`src/shared/adc_ctrl_pkg.sv`:
```
// Operation
// RULE_01: input clock divided by integer one to eight
// RULE_02: stabilizer defaults on when divide ratio not one
// RULE_03: locked stabilizer regenerates falling edge, 50% duty
// RULE_04: stabilizer unusable below nominal 40 MHz
// RULE_05: relock takes 1.5 to 5 microseconds
// RULE_06: unlocked stabilizer bypassed, input duty passes through; the bypass here is high for one input period per divided period
// RULE_07: power mode 01 at 0x08 is full power-down
// RULE_08: power-down holds every output driver high-impedance
// RULE_09: power-down stops reference, bias, clock; slower wake
// RULE_10: power mode 10 is standby, reference kept on
// RULE_11: output encoding offset binary, twos complement or gray
// RULE_12: bit 4 of 0x14 three-states data outputs
// RULE_13: latency 10 cycles, 13 with requantizer on
// RULE_14: each output word launched on sample rising edge
// RULE_15: data capture clock driven beside the samples
// RULE_16: source keeps conversion rate at least 40 MSPS
// RULE_17: drivers select standard or reduced swing signalling
// RULE_18: reference setting adjusts full-scale span linearly
// RULE_19: software keeps stabilizer on unless clock changes
// RULE_20: input sampled on internal clock rising edge
// RULE_21: encoding resets to twos complement
// RULE_22: power mode 00 is normal operation
package adc_ctrl_pkg;

    // clock and timing
    localparam int CLK_PERIOD_NS     = 25;
    localparam int REF_CLK_HZ        = 40000000;
    localparam int DCS_MIN_HZ        = 40000000;
    localparam int DCS_RELOCK_MIN_NS = 1500;
    localparam int DCS_RELOCK_MAX_NS = 5000;
    localparam int RELOCK_MIN_CYC    = (DCS_RELOCK_MIN_NS + CLK_PERIOD_NS - 1) / CLK_PERIOD_NS;
    localparam int RELOCK_MAX_CYC    = DCS_RELOCK_MAX_NS / CLK_PERIOD_NS;
    localparam int WAKE_MAX_CYC      = 255;
    localparam int STANDBY_WAKE_CYC  = 4;

    // data path
    localparam int SAMPLE_W          = 11;
    localparam int LATENCY_PLAIN     = 10;
    localparam int LATENCY_REQUANT   = 13;
    localparam int MAX_RATIO         = 8;

    // serial port framing
    localparam int ADDR_W            = 13;
    localparam int INSTR_BITS        = 16;
    localparam int DATA_BITS         = 8;
    localparam int READ_BIT          = 15;

    // register offsets
    localparam logic [12:0] ADDR_POWER_MODE  = 13'h008;
    localparam logic [12:0] ADDR_DCS_CTRL    = 13'h009;
    localparam logic [12:0] ADDR_CLK_STATUS  = 13'h00a;
    localparam logic [12:0] ADDR_CLK_DIVIDE  = 13'h00b;
    localparam logic [12:0] ADDR_OUTPUT_MODE = 13'h014;
    localparam logic [12:0] ADDR_VREF        = 13'h018;
    localparam logic [12:0] ADDR_REQUANT     = 13'h03c;

    // field positions
    localparam int PM_LSB            = 0;
    localparam int OM_FORMAT_LSB     = 0;
    localparam int OM_THREE_STATE    = 4;
    localparam int OM_REDUCED_SWING  = 6;
    localparam int DCS_EN_BIT        = 0;
    localparam int REQ_EN_BIT        = 0;
    localparam int ST_LOCKED_BIT     = 0;
    localparam int ST_ACTIVE_BIT     = 1;
    localparam int ST_AWAKE_BIT      = 2;

    // reset values
    localparam logic [7:0] POWER_MODE_RST  = 8'h00;
    localparam logic [7:0] OUTPUT_MODE_RST = 8'h01;
    localparam logic [7:0] VREF_RST        = 8'h00;
    localparam logic [7:0] REQUANT_RST     = 8'h00;

    typedef enum logic [1:0] {
        PM_NORMAL     = 2'b00,
        PM_POWER_DOWN = 2'b01,
        PM_STANDBY    = 2'b10,
        PM_SPARE      = 2'b11
    } power_mode_type;

    typedef enum logic [1:0] {
        FMT_OFFSET_BINARY = 2'b00,
        FMT_TWOS          = 2'b01,
        FMT_GRAY          = 2'b10,
        FMT_SPARE         = 2'b11
    } data_format_type;

    typedef enum logic [1:0] {
        SPI_IDLE  = 2'b00,
        SPI_INSTR = 2'b01,
        SPI_WRITE = 2'b10,
        SPI_READ  = 2'b11
    } spi_state_type;

    // everything that leaves on the lvds pins
    typedef struct packed {
        logic [SAMPLE_W-1:0] data;
        logic                data_oe;
        logic                data_capture_clock_out;
        logic                dco_oe;
        logic                reduced_swing;
    } lvds_out_type;

endpackage

```
`src/design/adc_clock_power_output_ctrl.sv`:
```
`timescale 1ns/1ps
// clock, power and output control around the pipelined converter
module adc_clock_power_output_ctrl #(
    parameter int DEFAULT_RATIO = 1
) (
    // clock and reset
    input  wire logic                                   ref_clk,
    input  wire logic                                   rstn,
    // converter core sample, same clock domain
    input  wire logic [adc_ctrl_pkg::SAMPLE_W-1:0]      core_sample,
    // serial port pins
    input  wire logic                                   spi_sclk,
    input  wire logic                                   spi_csb,
    input  wire logic                                   spi_sdio_in,
    output logic                                        spi_sdio_out,
    output logic                                        spi_sdio_oe,
    // lvds output pins
    output adc_ctrl_pkg::lvds_out_type                  lvds_out,
    // analog controls
    output logic                                        internal_sample_clk,
    output logic                                        reference_power_on,
    output logic                                        bias_power_on,
    output logic [7:0]                                  vref_trim,
    output logic                                        requantizer_enable
);

    localparam int PIPE_D = adc_ctrl_pkg::LATENCY_REQUANT;

    // output encoding from raw offset binary
    function automatic logic [adc_ctrl_pkg::SAMPLE_W-1:0] encode(
        input logic [adc_ctrl_pkg::SAMPLE_W-1:0] raw,
        input logic [1:0]                        fmt
    );
        logic [adc_ctrl_pkg::SAMPLE_W-1:0] res;
        res = raw;
        if (fmt == adc_ctrl_pkg::FMT_TWOS) begin
            res = {~raw[adc_ctrl_pkg::SAMPLE_W-1], raw[adc_ctrl_pkg::SAMPLE_W-2:0]};
        end else if (fmt == adc_ctrl_pkg::FMT_GRAY) begin
            res = raw ^ (raw >> 1);
        end
        return res; // see RULE_11
    endfunction

    // stabilizer usable only at or above its minimum rate
    function automatic logic dcs_usable(input logic [2:0] ratio_m1);
        int rate;
        rate = adc_ctrl_pkg::REF_CLK_HZ / (int'(ratio_m1) + 1);
        return rate >= adc_ctrl_pkg::DCS_MIN_HZ; // see RULE_04
    endfunction

    // ---------------- serial port synchronisers ----------------
    logic sclk_meta;  // first stage, read by sclk_sync only
    logic sclk_sync;  // synchronised serial clock
    logic sclk_last;  // previous synchronised value
    logic csb_meta;   // first stage
    logic csb_sync;   // synchronised chip select
    logic sdio_meta;  // first stage
    logic sdio_sync;  // synchronised data in

    // two flops on every pin before use
    always_ff @(posedge ref_clk or negedge rstn) begin
        if (!rstn) begin
            sclk_meta <= 1'b0;
            sclk_sync <= 1'b0;
            sclk_last <= 1'b0;
            csb_meta  <= 1'b1;
            csb_sync  <= 1'b1;
            sdio_meta <= 1'b0;
            sdio_sync <= 1'b0;
        end else begin
            sclk_meta <= spi_sclk;
            sclk_sync <= sclk_meta;
            sclk_last <= sclk_sync;
            csb_meta  <= spi_csb;
            csb_sync  <= csb_meta;
            sdio_meta <= spi_sdio_in;
            sdio_sync <= sdio_meta;
        end
    end

    wire sclk_rise = sclk_sync && !sclk_last; // sampling edge
    wire sclk_fall = !sclk_sync && sclk_last; // launch edge for reads

    // ---------------- serial frame engine ----------------
    adc_ctrl_pkg::spi_state_type state;       // frame phase
    adc_ctrl_pkg::spi_state_type next_state;  // next frame phase
    logic [4:0]                  bit_cnt;     // bit inside current phase
    logic [15:0]                 shift_in;    // incoming bits
    logic [12:0]                 addr;        // current register address
    logic [7:0]                  rd_shift;    // outgoing read byte
    logic                        wr_strobe;   // one-cycle register write
    logic [7:0]                  wr_data;     // byte being written
    logic [12:0]                 wr_addr;     // address the written byte belongs to
    logic [7:0]                  rd_data;     // read mux result
    logic [7:0]                  rd_next;     // read mux at next address

    wire instr_done = sclk_rise && (bit_cnt == 5'(adc_ctrl_pkg::INSTR_BITS - 1));
    wire byte_done  = sclk_rise && (bit_cnt == 5'(adc_ctrl_pkg::DATA_BITS - 1));
    wire [15:0] instr_word = {shift_in[14:0], sdio_sync};

    // phase sequencing; chip select high ends any frame
    always_comb begin
        next_state = state;
        if (csb_sync) begin
            next_state = adc_ctrl_pkg::SPI_IDLE;
        end else begin
            case (state)
                adc_ctrl_pkg::SPI_IDLE: begin
                    next_state = adc_ctrl_pkg::SPI_INSTR;
                end
                adc_ctrl_pkg::SPI_INSTR: begin
                    if (instr_done) begin
                        next_state = instr_word[adc_ctrl_pkg::READ_BIT]
                                   ? adc_ctrl_pkg::SPI_READ : adc_ctrl_pkg::SPI_WRITE;
                    end
                end
                default: begin
                    next_state = state; // streaming stays in data phase
                end
            endcase
        end
    end

    // state, bit counter and address
    always_ff @(posedge ref_clk or negedge rstn) begin
        if (!rstn) begin
            state   <= adc_ctrl_pkg::SPI_IDLE;
            bit_cnt <= 5'h00;
            addr    <= 13'h0000;
        end else begin
            state <= next_state;
            if (state == adc_ctrl_pkg::SPI_IDLE) begin
                bit_cnt <= 5'h00;
            end else if (instr_done && state == adc_ctrl_pkg::SPI_INSTR) begin
                bit_cnt <= 5'h00;
                addr    <= instr_word[12:0];
            end else if (byte_done && state != adc_ctrl_pkg::SPI_INSTR) begin
                bit_cnt <= 5'h00;
                addr    <= addr + 13'h0001; // streaming walks upward
            end else if (sclk_rise) begin
                bit_cnt <= bit_cnt + 5'h01;
            end
        end
    end

    // input shifter and write strobe
    always_ff @(posedge ref_clk or negedge rstn) begin
        if (!rstn) begin
            shift_in  <= 16'h0000;
            wr_strobe <= 1'b0;
            wr_data   <= 8'h00;
            wr_addr   <= 13'h0000;
        end else begin
            wr_strobe <= byte_done && state == adc_ctrl_pkg::SPI_WRITE && !csb_sync;
            wr_data   <= {shift_in[6:0], sdio_sync};
            wr_addr   <= addr; // addr steps on at the same edge, so keep the old one
            if (sclk_rise) begin
                shift_in <= {shift_in[14:0], sdio_sync};
            end
        end
    end

    // read byte shifts out msb first on falling edges
    always_ff @(posedge ref_clk or negedge rstn) begin
        if (!rstn) begin
            rd_shift     <= 8'h00;
            spi_sdio_out <= 1'b0;
            spi_sdio_oe  <= 1'b0;
        end else begin
            spi_sdio_oe <= (state == adc_ctrl_pkg::SPI_READ) && !csb_sync;
            if (state == adc_ctrl_pkg::SPI_INSTR && instr_done) begin
                rd_shift <= rd_data;
            end else if (state == adc_ctrl_pkg::SPI_READ && byte_done) begin
                rd_shift <= rd_next;
            end else if (state == adc_ctrl_pkg::SPI_READ && sclk_fall) begin
                spi_sdio_out <= rd_shift[7];
                rd_shift     <= {rd_shift[6:0], 1'b0};
            end
        end
    end

    // ---------------- register file ----------------
    logic [7:0] power_mode_control;   // power mode field
    logic [7:0] output_mode_control;  // format, three-state, swing
    logic [7:0] dcs_control;          // stabilizer enable
    logic [7:0] clock_divide_control; // divide ratio minus one
    logic [7:0] vref_control;         // reference setting
    logic [7:0] requant_control;      // requantizer enable
    logic [7:0] clock_status;         // read-only clock and power state

    wire wr_power  = wr_strobe && (wr_addr == adc_ctrl_pkg::ADDR_POWER_MODE);
    wire wr_dcs    = wr_strobe && (wr_addr == adc_ctrl_pkg::ADDR_DCS_CTRL);
    wire wr_divide = wr_strobe && (wr_addr == adc_ctrl_pkg::ADDR_CLK_DIVIDE);
    wire wr_output = wr_strobe && (wr_addr == adc_ctrl_pkg::ADDR_OUTPUT_MODE);
    wire wr_vref   = wr_strobe && (wr_addr == adc_ctrl_pkg::ADDR_VREF);
    wire wr_req    = wr_strobe && (wr_addr == adc_ctrl_pkg::ADDR_REQUANT);

    // stabilizer on at power-up whenever the ratio is not one
    localparam logic [7:0] DCS_RST = (DEFAULT_RATIO != 1) ? 8'h01 : 8'h00; // see RULE_02
    localparam logic [7:0] DIV_RST = 8'(DEFAULT_RATIO - 1);

    // register writes from the serial port
    always_ff @(posedge ref_clk or negedge rstn) begin
        if (!rstn) begin
            power_mode_control   <= adc_ctrl_pkg::POWER_MODE_RST;
            output_mode_control  <= adc_ctrl_pkg::OUTPUT_MODE_RST; // see RULE_21
            dcs_control          <= DCS_RST;
            clock_divide_control <= DIV_RST;
            vref_control         <= adc_ctrl_pkg::VREF_RST;
            requant_control      <= adc_ctrl_pkg::REQUANT_RST;
        end else begin
            if (wr_power)  power_mode_control   <= wr_data;
            if (wr_output) output_mode_control  <= wr_data;
            if (wr_dcs)    dcs_control          <= wr_data;
            if (wr_divide) clock_divide_control <= {5'h00, wr_data[2:0]};
            if (wr_vref)   vref_control         <= wr_data;
            if (wr_req)    requant_control      <= wr_data;
        end
    end

    // read selection, unmapped addresses read zero
    function automatic logic [7:0] reg_read(input logic [12:0] a);
        logic [7:0] v;
        v = 8'h00;
        if (a == adc_ctrl_pkg::ADDR_POWER_MODE) begin
            v = power_mode_control;
        end else if (a == adc_ctrl_pkg::ADDR_DCS_CTRL) begin
            v = dcs_control;
        end else if (a == adc_ctrl_pkg::ADDR_CLK_STATUS) begin
            v = clock_status;
        end else if (a == adc_ctrl_pkg::ADDR_CLK_DIVIDE) begin
            v = clock_divide_control;
        end else if (a == adc_ctrl_pkg::ADDR_OUTPUT_MODE) begin
            v = output_mode_control;
        end else if (a == adc_ctrl_pkg::ADDR_VREF) begin
            v = vref_control;
        end else if (a == adc_ctrl_pkg::ADDR_REQUANT) begin
            v = requant_control;
        end
        return v;
    endfunction

    assign rd_data = reg_read(instr_word[12:0]);
    assign rd_next = reg_read(addr + 13'h0001);

    // ---------------- power modes ----------------
    wire [1:0] pm_field = power_mode_control[adc_ctrl_pkg::PM_LSB +: 2];
    wire pm_down    = (pm_field == adc_ctrl_pkg::PM_POWER_DOWN);  // see RULE_07
    wire pm_standby = (pm_field == adc_ctrl_pkg::PM_STANDBY);     // see RULE_10
    wire pm_normal  = !pm_down && !pm_standby;                    // see RULE_22

    logic [7:0] wake_cnt; // cycles still needed to come back up
    wire        awake = pm_normal && (wake_cnt == 8'h00);

    // discharge grows while down; standby only needs a short wake
    always_ff @(posedge ref_clk or negedge rstn) begin
        if (!rstn) begin
            wake_cnt <= 8'h00;
        end else if (pm_down) begin
            if (wake_cnt != 8'(adc_ctrl_pkg::WAKE_MAX_CYC)) begin
                wake_cnt <= wake_cnt + 8'h01; // see RULE_09
            end
        end else if (pm_standby) begin
            wake_cnt <= 8'(adc_ctrl_pkg::STANDBY_WAKE_CYC);
        end else if (wake_cnt != 8'h00) begin
            wake_cnt <= wake_cnt - 8'h01;
        end
    end

    // analog enables
    always_ff @(posedge ref_clk or negedge rstn) begin
        if (!rstn) begin
            reference_power_on <= 1'b0;
            bias_power_on      <= 1'b0;
            vref_trim          <= adc_ctrl_pkg::VREF_RST;
            requantizer_enable <= 1'b0;
        end else begin
            reference_power_on <= !pm_down;            // see RULE_10
            bias_power_on      <= pm_normal;           // see RULE_09
            vref_trim          <= vref_control;        // see RULE_18
            requantizer_enable <= requant_control[adc_ctrl_pkg::REQ_EN_BIT];
        end
    end

    // ---------------- clock divider and stabilizer ----------------
    wire [2:0] ratio_m1 = clock_divide_control[2:0];
    logic [2:0] ratio_seen;  // ratio seen on the previous cycle
    logic [7:0] relock_cnt;  // cycles left before lock
    logic       dcs_locked;  // loop locked to current rate

    wire dcs_enable = dcs_control[adc_ctrl_pkg::DCS_EN_BIT];
    wire rate_change = (ratio_m1 != ratio_seen) || !awake;
    wire dcs_active  = dcs_enable && dcs_locked && dcs_usable(ratio_m1);

    // any rate change or clock stop restarts the lock wait
    always_ff @(posedge ref_clk or negedge rstn) begin
        if (!rstn) begin
            ratio_seen <= 3'h0;
            relock_cnt <= 8'(adc_ctrl_pkg::RELOCK_MAX_CYC);
            dcs_locked <= 1'b0;
        end else begin
            ratio_seen <= ratio_m1;
            if (rate_change) begin
                relock_cnt <= 8'(adc_ctrl_pkg::RELOCK_MAX_CYC); // see RULE_05
                dcs_locked <= 1'b0;
            end else if (relock_cnt != 8'h00) begin
                relock_cnt <= relock_cnt - 8'h01;
            end else begin
                dcs_locked <= dcs_usable(ratio_m1); // see RULE_04
            end
        end
    end

    logic sample_tick;  // internal sample clock rising edge
    logic sample_level; // internal sample clock level

    sample_clock_divider #(
        .MAX_RATIO (adc_ctrl_pkg::MAX_RATIO)
    ) u_divider (
        .ref_clk    (ref_clk),
        .rstn       (rstn),
        .run        (awake),
        .ratio_m1   (ratio_m1),
        .dcs_active (dcs_active),
        .tick       (sample_tick),
        .clk_level  (sample_level)
    );

    // status register contents
    always_ff @(posedge ref_clk or negedge rstn) begin
        if (!rstn) begin
            clock_status        <= 8'h00;
            internal_sample_clk <= 1'b0;
        end else begin
            clock_status <= {5'h00, awake, dcs_active, dcs_locked};
            internal_sample_clk <= sample_level; // see RULE_06
        end
    end

    // ---------------- sample pipeline ----------------
    logic [adc_ctrl_pkg::SAMPLE_W-1:0] pipe [PIPE_D]; // samples in flight
    wire  requant_on = requant_control[adc_ctrl_pkg::REQ_EN_BIT];
    wire  [adc_ctrl_pkg::SAMPLE_W-1:0] tap = requant_on
                                           ? pipe[adc_ctrl_pkg::LATENCY_REQUANT - 1]
                                           : pipe[adc_ctrl_pkg::LATENCY_PLAIN - 1]; // see RULE_13

    // capture on each internal rising edge and shift along
    always_ff @(posedge ref_clk or negedge rstn) begin
        if (!rstn) begin
            for (int i = 0; i < PIPE_D; i++) pipe[i] <= '0;
        end else if (sample_tick) begin
            pipe[0] <= core_sample; // see RULE_20
            for (int i = 1; i < PIPE_D; i++) pipe[i] <= pipe[i-1];
        end
    end

    // ---------------- lvds output stage ----------------
    wire three_state = output_mode_control[adc_ctrl_pkg::OM_THREE_STATE];

    // data launched on the rising edge, enables follow power state
    always_ff @(posedge ref_clk or negedge rstn) begin
        if (!rstn) begin
            lvds_out <= '0;
        end else begin
            if (sample_tick) begin
                lvds_out.data <= encode(tap, output_mode_control[adc_ctrl_pkg::OM_FORMAT_LSB +: 2]); // see RULE_14
            end
            lvds_out.data_capture_clock_out     <= sample_level;               // see RULE_15
            lvds_out.dco_oe  <= awake;                       // see RULE_08
            lvds_out.data_oe <= awake && !three_state;       // see RULE_12
            lvds_out.reduced_swing <= output_mode_control[adc_ctrl_pkg::OM_REDUCED_SWING]; // see RULE_17
        end
    end

endmodule // adc_clock_power_output_ctrl

```
`src/design/sample_clock_divider.sv`:
```
`timescale 1ns/1ps
// integer divider with duty shaping of the internal sample clock
module sample_clock_divider #(
    parameter int MAX_RATIO = 8
) (
    // clock and reset
    input  wire logic       ref_clk,
    input  wire logic       rstn,
    // control
    input  wire logic       run,
    input  wire logic [2:0] ratio_m1,
    input  wire logic       dcs_active,
    // results
    output logic            tick,
    output logic            clk_level
);

    logic [2:0] count;      // position inside one divided period
    wire  [2:0] half_point; // first count of the low phase
    wire        count_last; // last count of the period

    // regenerated falling edge sits at half the period, rounded up
    assign half_point = 3'((4'(ratio_m1) + 4'h2) >> 1); // see RULE_03
    assign count_last = (count >= ratio_m1);

    // period counter, held at zero while the clock is stopped
    always_ff @(posedge ref_clk or negedge rstn) begin
        if (!rstn) begin
            count <= 3'h0;
        end else if (!run || count_last) begin
            count <= 3'h0; // see RULE_01
        end else begin
            count <= count + 3'h1;
        end
    end

    // rising edge pulse and clock level
    always_ff @(posedge ref_clk or negedge rstn) begin
        if (!rstn) begin
            tick      <= 1'b0;
            clk_level <= 1'b0;
        end else begin
            tick <= run && (count == 3'h0);
            if (!run) begin
                clk_level <= 1'b0;
            end else if (dcs_active) begin
                clk_level <= (count < half_point); // see RULE_03
            end else begin
                // bypass: high for one input period only
                clk_level <= (count == 3'h0); // see RULE_06
            end
        end
    end

endmodule // sample_clock_divider

```
`config.mk`:
```
export PLATFORM = sky130hd
export DESIGN_NAME = adc_clock_power_output_ctrl
export DESIGN_NICKNAME = d
export VERILOG_FILES = /design/src/shared/adc_ctrl_pkg.sv /design/src/design/adc_clock_power_output_ctrl.sv /design/src/design/sample_clock_divider.sv
export SDC_FILE = /design/constraint.sdc
export NUM_CORES = 1
export LEC_CHECK = 0
export CAP_MARGIN = 20
export CORE_MARGIN = 10
export CORE_UTILIZATION = 55
export CTS_BUF_LIST = sky130_fd_sc_hd__clkbuf_16
export CTS_CLUSTER_DIAMETER = 60
export DETAILED_ROUTE_END_ITERATION = 10
export DONT_BUFFER_PORTS = 1
export PLACE_DENSITY = 0.8
export REMOVE_ABC_BUFFERS = 1
export SLEW_MARGIN = 20
export SYNTH_ARGS = -nofsm -noshare
export SYNTH_HDL_FRONTEND = slang
export SYNTH_SLANG_ARGS = --single-unit
```
`constraint.sdc`:
```
create_clock -name ref_clk -period 73.6 [get_ports ref_clk]
set_input_delay 3.68 -clock ref_clk [delete_from_list [all_inputs] [get_ports ref_clk]]
set_output_delay 3.68 -clock ref_clk [all_outputs]
set_load 0.02 [all_outputs]
```
== After elaboration in Yosys (flattened, before gate mapping) ==
Cells that the tools add are included.

* Bits in registers: 314
* Latch bits: 0
* Output and inout port bits: 29
* Input port bits: 16
* RAM bits: 0
* Logic and storage cells: 193
* Memories: 0
* Bits in read-only memories: 0

* Divide/modulo/power cells: 1
* Equal/unequal tests: 35
* $mul: 0
* Add/sub/neg operators: 8
* Shift-type cells: 0
* Magnitude comparators: 3
* Mux-type cells: 41
* Reductions and logical operators: 47
* Bitwise logic cells: 5

{| class="wikitable"
|+ Operators by type and width
! cell !! number
|-
| two-way mux 8 bit || 23
|-
| equality test 13 x 4 -> 1 bit, second input constant || 11
|-
| equality test 13 x 5 -> 1 bit, second input constant || 6
|-
| equality test 13 x 6 -> 1 bit, second input constant || 3
|-
| two-way mux 11 bit || 3
|-
| divider 27 x 32 -> 32 bit, first input constant || 1
|-
| >= comparator 32 x 27 -> 1 bit, second input constant || 1
|-
| two-way mux 13 bit || 2
|-
| logical AND 1 bit || 23
|-
| two-way mux 5 bit || 4
|-
| nonzero test 8 bit || 2
|-
| subtractor 8 x 1 -> 8 bit, second input constant || 2
|-
| adder 13 x 1 -> 13 bit, second input constant || 1
|-
| bitwise XOR 11 x 10 -> 11 bit || 1
|-
| nonzero test 3 bit || 3
|-
| adder 8 x 1 -> 8 bit, second input constant || 1
|-
| equality test 2 bit, second input constant || 4
|-
| logical NOT 8 bit || 1
|-
| inequality test 8 bit, second input constant || 1
|-
| logical NOT 1 bit || 7
|-
| equality test 2 x 1 -> 1 bit, second input constant || 3
|-
| AND reduction 2 bit || 3
|-
| adder 5 x 1 -> 5 bit, second input constant || 1
|-
| equality test 5 x 3 -> 1 bit, second input constant || 1
|-
| other kinds (21) || 32
|}

== Depth between registers and ports, before layout ==
* Word-level depth: 11
* Mapped depth: 163

== Modules after synthesis ==
A second synthesis with hierarchy kept.

* Cell total of the unflattened synthesis: 2,524
* Area total of the unflattened synthesis: 23,033.3 um^2

{| class="wikitable"
|+ Modules (own cells, without submodules)
! module !! instances !! area each (um^2) !! sequential area each (um^2) !! cells an instance
|-
| adc_clock_power_output_ctrl || 1 || 22,696.8 || 7,714.9 || 2,488
|-
| sample_clock_divider || 1 || 336.6 || 125.1 || 36
|}

== Worst setup path after synthesis ==
OpenSTA, ideal clock, no wires.

* Path kind: register to register
* Start: register clock_divide_control[0]
* End: register u_divider.clk_level
* Setup slack: 42,691 ps
* Stages on the path, launching flop included: 148
* Period minus slack after synthesis: 30,909 ps
* Setup time: 120 ps
* Data required time: 73,480 ps
* Arrival time: 30,789 ps
* Cells stage by stage: dfrtp_1 > buf_2 > inv_1 > clkbuf_1 > buf_6 > clkbuf_1 > ha_1 > nor2_1 > nor2_1 > nor2_1 > ha_1 > a21o_1 > o21a_1 > or2_1 > ha_1 > nor3b_1 > o211ai_2 > and3_1 > [112 not listed] > o21ai_1 > or4_1 > a2111oi_0 > or3b_1 > o21ai_2 > or4_1 > buf_2 > nor2_1 > nand2_1 > a31oi_1 > o21ai_0 > nand4_1 > nand4b_1 > a21oi_1 > a31oi_1 > and3_1 > mux2i_1 > nor2_1

* Longest elaborated chain between the ends: 6
* Elaborated cells between the ends (all ways): 8

{| class="wikitable"
|+ Ends and longest elaborated chain
! item !! line !! RTL
|-
| from (decl) || adc_clock_power_output_ctrl.sv:186 || <nowiki>logic [7:0] clock_divide_control;</nowiki>
|-
| from (signal assigned) || adc_clock_power_output_ctrl.sv:215 || <nowiki>if (wr_divide) clock_divide_control <= {5'h00, wr_data[2:0]};</nowiki>
|-
| adder 3 x 1 -> 4 bit || adc_clock_power_output_ctrl.sv:47 || <nowiki>rate = adc_ctrl_pkg::REF_CLK_HZ / (int'(ratio_m1) + 1);</nowiki>
|-
| divider 27 x 32 -> 32 bit || adc_clock_power_output_ctrl.sv:47 ||
|-
| >= comparator 32 x 27 -> 1 bit || adc_clock_power_output_ctrl.sv:48 || <nowiki>return rate >= adc_ctrl_pkg::DCS_MIN_HZ;</nowiki>
|-
| logical AND 1 bit || adc_clock_power_output_ctrl.sv:293 || <nowiki>wire dcs_active = dcs_enable && dcs_locked && dcs_usable(ratio_m1);</nowiki>
|-
| net dcs_active || adc_clock_power_output_ctrl.sv:293 ||
|-
| two-way mux 1 bit || sample_clock_divider.sv:46 || <nowiki>end else if (dcs_active) begin</nowiki>
|-
| two-way mux 1 bit || sample_clock_divider.sv:44 || <nowiki>if (!run) begin</nowiki>
|-
| to (signal assigned) || sample_clock_divider.sv:47 || <nowiki>clk_level <= (count < half_point);</nowiki>
|-
| to (signal assigned) || sample_clock_divider.sv:50 || <nowiki>clk_level <= (count == 3'h0);</nowiki>
|-
| to (decl) || sample_clock_divider.sv:15 || <nowiki>output logic clk_level</nowiki>
|}

The timed path passes the listed nets, and every way through them passes these cells.
A chain may end at the register's enable or synchronous reset.

== Worst setup path after layout ==
Ends and elaborated chain as after synthesis.

==> flow_summary.ini <==
[run_status]
status = finished clean

[synth]
synth_top_cell_area_share_pct = 33.3
synth_largest_area_cell = dfrtp_1
ys_seq_area_share_pct = 34.0
ys_warn_count = 0
synth_area_per_cell_um2 = 9.15
netlist_top_cells_area = dfrtp_1 33%, mux2_2 11%, ha_1 3.4%
synth_area_um2 = 23100
yosys_most_used_dff = dfrtp_1
synth-seq-cells = 313
synthCells = 2520
synthArstFlopShare_pct = 100
synth_cell_types = 123
synth_edf_count = 0

[grt]
grt_max_degree = 314
grt_overflow = 0
grt_pass1_vias = 19813
grt_usage_pct = 24.6
grt_pass1_wl_mm = 104
grt_antenna_before_repair = 0

[die]
rows = 74
die_w_um = 225
start_util_pct = 56.1
dieArea_um2 = 50500
ios = 45
core_um2 = 41100
die_h_um = 225

[flow_run]
maxCapViolations = 0

[setup_path]
rr_startpoint = clock_divide_control[0]
cp_max_fo = 56
start_kind = flop
critPathRequiredTime_ns = 74.06
critical_path_arrival_ns = 39.00
critical_path_class = flop to flop
cp-startpoint = clock_divide_control[0]
slowest_stage = ha_1
cpPeakStageDelay_ns = 0.75
endpoint_kind = flop
crit_path_frequent_cell = ha_1

[clocking]
cts_resized = 0
cts-htree-levels = 1
cts.sinks = 313
cts_buffer_depth = 3
hold_buffers = 0
clk_pin_slew_ns = 0.06
clkLatencyLatePin_ns = 0.58
cts_root_buffer = clkbuf_16
postCtsSetupBuffers = 0
cts_tree = built
cts_buffers = 30

[timing]
setup_violations = 0
max_freq_ghz = 0.0259
worst-slew-pin-transition_ns = 1.23
finalHoldViolations = 0
worst_slack_ns = 35.06
layout_min_cycle_time_ns = 38.54
fin_worst_skew_ns = 0.0187
maxSlewViolCount = 0
relSlewSlack_pct = 17.1
tns_ns = 0
rsz0062_at_grt = false
fin_crit_sh_pct = 52.4

[worst_hold_path]
min_path_type = flop to flop
worstHoldStart = csb_meta

[cells_and_area]
nFillCells = 3445
final_cell_mix = 305 x dfrtp_1, 218 x mux2_2, 196 x nand2_1, 192 x nor2_1, 148 x o21ai_0
antenna_cells = 0
final_common_cell = dfrtp_1
finish.net_count = 2518
drive_gt1_share_pct = 16.0
syn2layout_area_growth_pct = 5.08

[place]
dp.final_hpwl_mm = 46.2
place_ws_ns = 35.97
routabilityCongestion = 0.966
portBuffers = 0

[drt]
viasPerCell = 6.81
vias = 20408
drc = 0
first_pass_iters = 7
drt_iter0_markers = 2387
drt-total-wl_mm = 64.7
post_drt_wl_per_cell_um = 21.6
drtAntennaViolNets = 0

[power_and_ir_drop]
p_per_area_nw_per_um2 = 14.8
power.leakage_nw = 10.2
ir_worst_vdd_uv = 19.6
cell families after synthesis:
family | synth area share, %
muxes | 12.5
AOI/OAI and AO/OA | 23.8
and+or+nand+nor | 19.0
adders and majority gates | 3.36
DFF | 34.0
xor gates and xnor gates | 3.68
buffers and inverters | 3.61
path summary, 6_finish.rpt:
check                      depth (start not counted)                  end  slack [ns]
hold / removal                                     0             csb_sync        0.36
max in group asynchronous                          0             csb_sync       70.34
setup reg to reg                                 137  u_divider.clk_level       35.06
min in group asynchronous                          0            pipe[134]        2.78
setup / recovery                                 137  u_divider.clk_level       35.06
hold reg to reg                                    0             csb_sync        0.36
sequential cells by signal, summed over array words and instances, names as in the netlist, 13 cells and up:
name and count:
pipe 143, shift_in 15, lvds_out 14, addr 13, wr_addr 13
worst max-delay path: cells and delay by family (launching register included):
kind                     cells  cell delay, ns
flip-flops                   1            0.35
AO/OA/AOI/OAI               56           15.43
buffers and inverters        9            1.94
AND/OR/NAND/NOR             51           13.41
XOR/XNOR                     1            0.31
multiplexers                 2            0.31
adder cells (fa/ha/maj)     18            6.56
stage by stage:
stage	instance area (µm²)	cells	hold WS [ns]	total power, mW	util, %
after floorplan	22400	2394	0.331	0.200	-
after global placement	23200	2940	0.336	0.205	56.5
after detailed placement	23200	2940	0.343	0.206	56.5
after CTS	24200	2996	0.359	0.360	58.9
after global routing	24200	2996	0.368	0.370	59.0
final	24200	2996	0.360	0.359	59.0
metal layers:
metal	up-vias	track usage (%)	share of wire [%]
li1	9409	-	-
met1	9935	32.5	43
met2	914	41.2	47
met3	150	3.46	6.9
met4	0	7.70	2.6
met5	-	0	0
power by group:
group	switching, mW	internal, mW	leakage (nW)	total, mW
Sequential	0.0112	0.182	3.89	0.193
Combinational	0.00444	0.00739	5.83	0.0118
Clock	0.0688	0.0856	0.495	0.154
synth_stat cells (14+ instances only):
cell,n
o31ai_1,30
or3_1,29
or2_2,17
nand4_1,37
buf_2,29
a31oi_1,36
nand2b_1,31
o21ai_1,22
and3_1,35
nor2b_1,27
dfrtp_1,307
o211ai_1,39
clkbuf_1,67
nand2_1,196
a22oi_1,14
o21a_1,26
nor3_1,61
ha_1,62
inv_1,49
mux2i_1,41
a21oi_1,131
a221oi_1,14
a211oi_1,33
nand3_1,69
o21ai_0,149
or4_1,21
and2_1,28
xor2_1,28
nor4_1,28
mux2_2,218
buf_4,18
xnor2_1,67
nor2_1,192
a21o_1,33
cell type report:
class                           count  area (µm²)  area share (%)
Multi-Input combinational cell   2024       14400            59.5
Sequential cell                   313        7850            32.4
Clock buffer                       30         751            3.10
Tap cell                          532         666            2.75
Clock inverter                     26         233           0.960
Inverter                           57         214           0.883
Timing Repair Buffer               14         105           0.434
No activity file was read; power rests on OpenSTA's default activity.
